--- config.mk ---
export PLATFORM = sky130hd
export DESIGN_NAME = csr_top
export DESIGN_NICKNAME = d
export VERILOG_FILES = /design/src/logic/csr_sync2.v /design/src/logic/csr_top.v
export VERILOG_INCLUDE_DIRS = /design/src /design/src/logic
export SDC_FILE = /design/constraint.sdc
export NUM_CORES = 1
export LEC_CHECK = 0
export ABC_AREA = 1
export BUFFER_PORTS_ARGS = -buffer_cell sky130_fd_sc_hd__buf_4
export CAP_MARGIN = 30
export CORE_MARGIN = 5
export CORE_UTILIZATION = 52
export CTS_CLUSTER_SIZE = 10
export DETAILED_ROUTE_END_ITERATION = 8
export PLACE_DENSITY = 0.69
export SLEW_MARGIN = 20
export SYNTH_ARGS = -nofsm -noshare
export SYNTH_HDL_FRONTEND = slang
export SYNTH_HIERARCHICAL = 1
export SYNTH_SLANG_ARGS = --single-unit
--- constraint.sdc ---
create_clock -name i_clk -period 3.3 [get_ports i_clk]
set_clock_uncertainty 0.05 [all_clocks]
set_input_delay 0.66 -clock i_clk [delete_from_list [all_inputs] [get_ports i_clk]]
set_output_delay 0.66 -clock i_clk [all_outputs]
set_load 0.02 [all_outputs]
--- src/logic/csr_consts.vh ---
// constants for the charge status reporter: timing, pulse codes, charger state codes
// assumes a 50 MHz system clock and an externally pulled-up report line
// Function
// - status outputs are open-drain, pull low when lit
// - disabled or low supply: both indicators released
// - no battery and no fault: both outputs flash together, capacitor-paced
// - charging a only, done b only, fault both
// - report line active low, shared, pulled up
// - after strobe rise, wait delay, send pulses
// - codes 1..3 faults, 4 unused, 23 error
// - 5 precondition timeout, 6 preconditioning
// - 7 cc timeout, 8 cc thermal, 9 cc
// - 10 cv timeout, 11 cv, 12 done
// - over-voltage: fault leds, code on line
// - battery over-temperature: report code 2, fault leds
`ifndef CSR_CONSTS_VH
`define CSR_CONSTS_VH

// clock period in ns
`define CSR_CLK_NS 20
// least host strobe, ns, and cycles (rounded up)
`define CSR_REQ_LOW_NS 200
`define CSR_REQ_LOW_CYC ((`CSR_REQ_LOW_NS + `CSR_CLK_NS - 1) / `CSR_CLK_NS)
// longest accepted strobe, ns (plain default, adjust to the host's pull-up)
`define CSR_REQ_MAX_NS 100000
`define CSR_REQ_MAX_CYC (`CSR_REQ_MAX_NS / `CSR_CLK_NS)
// report delay, ns, and cycles
`define CSR_RPT_DLY_NS 2000
`define CSR_RPT_DLY_CYC (`CSR_RPT_DLY_NS / `CSR_CLK_NS)
// low half and full period of a report pulse, ns and cycles
`define CSR_PULSE_LO_NS 1000
`define CSR_PULSE_LO_CYC (`CSR_PULSE_LO_NS / `CSR_CLK_NS)
`define CSR_PULSE_PER_NS 2000
`define CSR_PULSE_PER_CYC (`CSR_PULSE_PER_NS / `CSR_CLK_NS)

// pulse counts
`define CSR_N_DIE_HOT 5'h01
`define CSR_N_BAT_TEMP 5'h02
`define CSR_N_OVERVOLT 5'h03
`define CSR_N_PRE_WDOG 5'h05
`define CSR_N_PRE 5'h06
`define CSR_N_CC_WDOG 5'h07
`define CSR_N_CC_THERM 5'h08
`define CSR_N_CC 5'h09
`define CSR_N_CV_WDOG 5'h0a
`define CSR_N_CV 5'h0b
`define CSR_N_DONE 5'h0c
`define CSR_N_ERROR 5'h17

// charger state codes on i_chg_state
`define CSR_ST_PRE 3'h0
`define CSR_ST_CC 3'h1
`define CSR_ST_CV 3'h2
`define CSR_ST_DONE 3'h3

`endif

--- src/logic/csr_sync2.v ---
// two-flop synchroniser for one level from outside the clock domain
// assumes the input is a plain level; first flop feeds only the second
`timescale 1ns/100ps
module csr_sync2 #(
  parameter RST_VAL = 1'b0
) (
  input wire i_clk, // system clock
  input wire i_sys_rst, // synchronous reset, active high
  input wire i_async, // asynchronous level
  output reg o_sync // synchronised level
);
  reg meta; // first stage, read only by o_sync

  // two stages in series
  always @(posedge i_clk)
  begin
    if (i_sys_rst)
    begin
      meta <= RST_VAL;
      o_sync <= RST_VAL;
    end
    else
    begin
      meta <= i_async;
      o_sync <= meta;
    end
  end
endmodule // csr_sync2

--- src/logic/csr_top.v ---
// charge status reporter: two open-drain led drivers and the single-wire report
// assumes charger condition inputs are asynchronous levels from analog blocks
`timescale 1ns/100ps
`include "csr_consts.vh"
module csr_top #(
  parameter REQ_MAX_CYC = `CSR_REQ_MAX_CYC, // longest accepted strobe, cycles
  parameter RPT_DLY_CYC = `CSR_RPT_DLY_CYC, // report delay, cycles
  parameter PULSE_LO_CYC = `CSR_PULSE_LO_CYC, // low time of a pulse
  parameter PULSE_PER_CYC = `CSR_PULSE_PER_CYC // full pulse period
) (
  input wire i_clk, // system clock 50 MHz
  input wire i_sys_rst, // synchronous reset, active high
  input wire i_chg_en, // charging enabled
  input wire i_adapter_ok, // adapter_voltage above lockout
  input wire i_bat_present, // battery attached
  input wire i_flash, // capacitor-paced flash oscillator level
  input wire i_die_hot, // die over-temperature shutdown
  input wire i_bat_temp_fault, // battery temperature out of window
  input wire i_overvolt, // battery over-voltage
  input wire i_wdog_timeout, // watchdog expired in present mode
  input wire i_thermal_loop, // thermal loop reducing cc current
  input wire [2:0] i_chg_state, // charge mode code
  input wire i_report_in, // report line level
  output reg o_report_out, // report line drive value (always 0)
  output reg o_report_oe_n, // report line enable, low drives
  output reg o_status_led_a_oe_n, // led a enable, low pulls cathode
  output reg o_status_led_b_oe_n, // led b enable, low pulls cathode
  output reg o_status_led_a_out, // led a drive value (always 0)
  output reg o_status_led_b_out // led b drive value (always 0)
);
  localparam S_IDLE = 2'h0; // waiting for strobe
  localparam S_REQ = 2'h1; // strobe low, timing it
  localparam S_DLY = 2'h2; // report delay
  localparam S_SEND = 2'h3; // sending pulses

  wire [10:0] sv; // synchronised condition levels
  wire line_s; // synchronised report line
  reg line_d; // previous line level for edge detect
  reg [1:0] state; // report state
  reg [1:0] next_state;
  reg [15:0] cnt; // cycle counter
  reg [15:0] next_cnt;
  reg [4:0] left; // pulses still to send
  reg [4:0] next_left;
  reg overlong; // strobe ran past the maximum
  reg next_overlong;
  reg [4:0] code; // pulse count for the present state
  reg next_a; // led a lit
  reg next_b; // led b lit
  reg next_drive; // pull report line low

  // raw condition levels, one bit per synchroniser; bit 2 of the mode code
  // is left out on purpose, so modes 4 to 7 alias 0 to 3
  wire [10:0] raw = {i_chg_en, i_adapter_ok, i_bat_present, i_flash, i_die_hot,
    i_bat_temp_fault, i_overvolt, i_wdog_timeout, i_thermal_loop, i_chg_state[1:0]};

  // levels from the analog side cross into the clock domain
  genvar g;
  generate
    for (g = 0; g < 11; g = g + 1)
    begin : g_sync
      csr_sync2 #(.RST_VAL(1'b0)) u_s (
        .i_clk(i_clk),
        .i_sys_rst(i_sys_rst),
        .i_async(raw[g]),
        .o_sync(sv[g])
      );
    end
  endgenerate
  wire en_s = sv[10];
  wire adp_s = sv[9];
  wire bat_s = sv[8];
  wire flash_s = sv[7];
  wire hot_s = sv[6];
  wire btemp_s = sv[5];
  wire ov_s = sv[4];
  wire wdog_s = sv[3];
  wire therm_s = sv[2];
  wire [1:0] mode_s = sv[1:0];
  wire fault_s = hot_s | btemp_s | ov_s | wdog_s;

  // the line idles high by pull-up, so reset to high
  csr_sync2 #(.RST_VAL(1'b1)) u_line (
    .i_clk(i_clk),
    .i_sys_rst(i_sys_rst),
    .i_async(i_report_in),
    .o_sync(line_s)
  );

  // pulse count from the charger condition, die, battery-temperature and over-voltage faults first
  always @*
  begin
    if (hot_s)
      code = `CSR_N_DIE_HOT;
    else if (btemp_s)
      code = `CSR_N_BAT_TEMP;
    else if (ov_s)
      code = `CSR_N_OVERVOLT;
    else
    begin
      case ({1'b0, mode_s})
        `CSR_ST_PRE: code = wdog_s ? `CSR_N_PRE_WDOG : `CSR_N_PRE;
        `CSR_ST_CC: code = wdog_s ? `CSR_N_CC_WDOG :
          (therm_s ? `CSR_N_CC_THERM : `CSR_N_CC);
        `CSR_ST_CV: code = wdog_s ? `CSR_N_CV_WDOG : `CSR_N_CV;
        `CSR_ST_DONE: code = `CSR_N_DONE;
        default: code = `CSR_N_ERROR;
      endcase
    end
  end

  // led pattern; the flash pace comes from the external capacitor
  always @*
  begin
    if (!en_s || !adp_s)
    begin
      next_a = 1'b0;
      next_b = 1'b0;
    end
    else if (fault_s)
    begin
      next_a = 1'b1;
      next_b = 1'b1;
    end
    else if (!bat_s)
    begin
      next_a = flash_s;
      next_b = flash_s;
    end
    else if ({1'b0, mode_s} == `CSR_ST_DONE)
    begin
      next_a = 1'b0;
      next_b = 1'b1;
    end
    else
    begin
      next_a = 1'b1;
      next_b = 1'b0;
    end
  end

  // report sequencer: time strobe, wait, then emit pulses
  always @*
  begin
    next_state = state;
    next_cnt = cnt;
    next_left = left;
    next_overlong = overlong;
    next_drive = 1'b0;
    case (state)
      S_IDLE:
      begin
        next_cnt = 16'h0000;
        next_overlong = 1'b0;
        if (line_d && !line_s)
          next_state = S_REQ;
      end
      S_REQ:
      begin
        if (cnt != 16'hffff)
          next_cnt = cnt + 16'h0001;
        if (cnt >= REQ_MAX_CYC[15:0])
          next_overlong = 1'b1;
        if (line_s)
        begin
          // short glitches are too brief to be a request
          if (cnt + 16'h0001 >= `CSR_REQ_LOW_CYC)
          begin
            next_state = S_DLY;
            next_left = overlong ? `CSR_N_ERROR : code;
          end
          else
            next_state = S_IDLE;
          next_cnt = 16'h0000;
        end
      end
      S_DLY:
      begin
        next_cnt = cnt + 16'h0001;
        if (cnt + 16'h0001 >= RPT_DLY_CYC[15:0])
        begin
          next_state = S_SEND;
          next_cnt = 16'h0000;
        end
      end
      S_SEND:
      begin
        next_drive = (cnt < PULSE_LO_CYC[15:0]);
        next_cnt = cnt + 16'h0001;
        if (cnt + 16'h0001 >= PULSE_PER_CYC[15:0])
        begin
          next_cnt = 16'h0000;
          next_left = left - 5'h01;
          if (left == 5'h01)
            next_state = S_IDLE;
        end
      end
      default: next_state = S_IDLE;
    endcase
  end

  // registers and open-drain outputs; enable low means pull low
  always @(posedge i_clk)
  begin
    if (i_sys_rst)
    begin
      state <= S_IDLE;
      cnt <= 16'h0000;
      left <= 5'h00;
      overlong <= 1'b0;
      line_d <= 1'b1;
      o_report_out <= 1'b0;
      o_report_oe_n <= 1'b1;
      o_status_led_a_oe_n <= 1'b1;
      o_status_led_b_oe_n <= 1'b1;
      o_status_led_a_out <= 1'b0;
      o_status_led_b_out <= 1'b0;
    end
    else
    begin
      state <= next_state;
      cnt <= next_cnt;
      left <= next_left;
      overlong <= next_overlong;
      line_d <= line_s;
      o_report_out <= 1'b0;
      o_report_oe_n <= !next_drive;
      o_status_led_a_oe_n <= !next_a;
      o_status_led_b_oe_n <= !next_b;
      o_status_led_a_out <= 1'b0;
      o_status_led_b_out <= 1'b0;
    end
  end
endmodule // csr_top

==> key figures <==
Synth
  • Number of synthesized flops with an enable pin: 0
  • Area leader, netlist: dfxtp_1
  • Area fraction of the dominant cell type after synthesis: approximately 39%
  • Syn Area/Cell: 6.71 µm²
  • Main synth FF type: dfxtp_1
  • Top cells by area, synth: dfxtp_1 (39%), nand2_1 (12%), inv_1 (10%), nor2_1 (9.2%), nand3_1 (6.1%)
  • Post-synth top cells: nand2_1 (86), inv_1 (72), nor2_1 (66), dfxtp_1 (52), nand3_1 (33)
  • Mapped Cells: 403
  • Yosys reg bits: between 50 and 60
  • Yosys Warn Count: 6
  • Synth unique cells: 34
  • Sequential area share after synthesis: between 30% and 40%
  • Async SR Flop Fraction: 0%
  • Post-Syn Area: between 0.002 and 0.003 mm²
  • Most frequent cell after synthesis: nand2_1

Critical path
  • Crit. Startpoint: cnt[1]
  • R2r startpoint: cnt[1]
  • Crit Path Class: flop to flop
  • Worst r2r dst: left[1]
  • Startpoint Class: flop
  • Worst reg2reg path depth: 16
  • Critical Path Fanout Max: 8
  • R2r setup slk: 1.03 ns
  • WP data required: around 3.5 ns
  • Crit path capture: left[1]
  • Worst Setup End Kind: flop
  • WP data arrival: approximately 2.4 ns

Cells and area
  • Design Area, Final: 0.00298 mm²
  • Nets: about 440
  • Area of the multi-input gates: around 0.0013 mm²
  • Ratio of cells with drive above 1 in the final layout: around an eighth
  • Register area: 0.00104 mm²
  • Antenna Cells: 0
  • Area Growth Syn to Fin: 10.0%
  • Fillers: 516

Global routing
  • Antenna violations before repair: 0
  • Largest net degree at the start of global routing: 39
  • First-pass GRT wire length: between 9 and 10 mm
  • GRT overflow: 0
  • Number of global-route vias before repair: between 2000 and 2500
  • Combined global-route utilization of all metal layers: roughly 18%

Placed design
  • I/O Buffers: 16
  • Placed cell area: roughly 0.0029 mm²
  • Pre-CTS WS: about 1.1 ns
  • RD Place Congestion: ~0.93
  • HPWL after DPL: around 4.1 mm

Min path
  • Min-delay worst type: flop to flop
  • Hold path cells: 2

Status
  • Outcome: finished clean

Flow run
  • Max-cap violations: 0

Timing
  • Final Critical Period: about 2.3 ns
  • RSZ-0062 raised after global routing: no
  • Final setup fails: 0
  • Fin Setup TNS: 0 ns
  • Achievable Freq: between 0.4 and 0.5 GHz
  • Fin worst setup slack: between 1 and 1.5 ns
  • Max Slew Vio Count: 0
  • Fin crit share: between 60% and 70%
  • Final hold vios: 0

Power
  • Switching share of power: 26.0%
  • Clock power frac: 34.6%
  • Part of the power in registers: about three fifths
  • Pwr dens: approximately 380 mW/mm²
  • Internal: ~0.83 mW
  • Combinational fraction of design power: a little over 7%
  • Leak: roughly 1.4 nW
  • P_sw: 0.291 mW
  • Worst VDD drop: around 0.00033 V

Routing
  • Post-DRT Antenna Nets: 0
  • Max Used Layer: met4
  • WL final: roughly 5.4 mm
  • Initial drt markers: approximately 120
  • DRC: 0
  • Routed WL per cell: 11.0 µm
  • Met1 wire length: ~2.5 mm
  • DR vias/cell: 4.84
  • Via count: between 2000 and 2500
  • Metal3 WL: between 150 and 200 µm
  • Drt first pass iters: 4
  • Met2 WL: between 2 and 3 mm

Floorplanning
  • CORE AREA: just over 0.005 mm²
  • Die Y: just over 80 µm
  • Die area: about 0.0067 mm²
  • Chip Width: between 80 and 90 µm
  • Ports: 21
  • # rows: 26
  • Initial core utilization: between 50% and 60%

CTS
  • Clock insertion delay at the later pin of the skew report: between 0.3 and 0.4 ns
  • Clock transition at path regs: 0.10 ns
  • Postcts setup bufs: 0
  • CTS tree: yes
  • Number of gates resized after CTS: 0
  • Hold-fix buffers at CTS: 0
  • Total CTS buffers: 5
  • H-tree Lvls: 2
  • Root buffer cell: clkbuf_8
  • Buffer levels on the longest clock path: 2
  • CTS sink count: 52
==> registers in the layout (all words and copies together), names as in the netlist, named ones only <==
name and flops:
state 1, u_line/meta 1, o_report_oe_n 1, left 5, o_status_led_b_oe_n 1, u_line/o_sync 1
g_sync.u_s/meta 11, overlong 1, g_sync.u_s/o_sync 11, cnt 16, o_status_led_a_oe_n 1, line_d 1
==> placed cells by master (no fill, tap or decap), drive strengths merged, types with 2 or more instances in the layout <==
cell	count
nand2	101
inv	75
clkinv	3
o2111ai	3
buf	16
o22ai	2
nand4	6
o21ai	10
ha	5
nor3	6
nor2	75
nor4	2
conb	3
nand3	36
dfxtp	52
a21oi	12
clkbuf	5
a31oi	2
a2111oi	3
==> routing by layer <==
metal  GRT usage [%]  up-vias
li1                -     1286
met1            20.9     1063
met2            32.0       36
met3            3.25        6
met4            4.98        0
met5               0        -
==> area by class of cell <==
type,instances,area share [%]
clock buffer,5,2.31
clock inverter,3,0.925
inverter,76,9.59
multi-input combinational,272,45.2
sequential,52,35.0
tap,70,2.94
timing repair buffer,16,4.04
==> kinds of logic after synthesis <==
group | after synthesis | synth area share, %
flops | 52 | 38.5
other cells | 1 | 0.139
xor+xnor | 2 | 0.648
buf+inv | 81 | 12.0
simple gates | 228 | 38.5
compound gates | 34 | 7.91
fa+ha+maj | 5 | 2.31
==> power by group through the flow <==
| stage | logic (mW) | clock network, mW | registers [mW] |
|---|---|---|---|
| final | 0.0797 | 0.388 | 0.652 |
| after global routing | 0.0912 | 0.424 | 0.655 |
| after CTS | 0.0802 | 0.399 | 0.653 |
| after detailed placement | 0.0800 | 0 | 0.667 |
| after global placement | 0.0776 | 0 | 0.666 |
| after floorplan | 0.0549 | 0 | 0.665 |
==> per-stage QoR <==
stage	utilization, %	hold WS, ns	cells	power, mW
after global placement	56.7	0.336	486	0.744
after floorplan	-	0.330	405	0.720
after CTS	58.6	0.358	494	1.13
final	58.6	0.357	494	1.12
after detailed placement	56.7	0.339	486	0.747
after global routing	58.6	0.378	494	1.17
==> worst min-delay path by stage <==
stage | start | endpoint | slack [ns]
5_1_grt | g_sync[7].u_s/meta | g_sync[7].u_s/o_sync | 0.38
2_1_floorplan | u_line/meta | u_line/o_sync | 0.33
3_3_place_gp | u_line/meta | u_line/o_sync | 0.34
4_1_cts | g_sync[0].u_s/meta | g_sync[0].u_s/o_sync | 0.36
3_5_place_dp | u_line/meta | u_line/o_sync | 0.34
6_report | g_sync[0].u_s/meta | g_sync[0].u_s/o_sync | 0.36
==> worst max-delay path, stage by stage, from the launching register on <==
cell and delay, ns:
dfxtp_1 0.44, ha_1 0.24, nand3_2 0.13, nor2_4 0.22, nand3_2 0.10, clkinv_1 0.07, nand2_1 0.05, nand2_1 0.11
nand2_2 0.08, nor2_4 0.13, nand2_1 0.09, nand2_1 0.08, nand2_2 0.10, nand2_4 0.09, inv_2 0.05, nor2_1 0.08
nor2_1 0.04
Note: power is estimated with default switching activity, not from simulation.
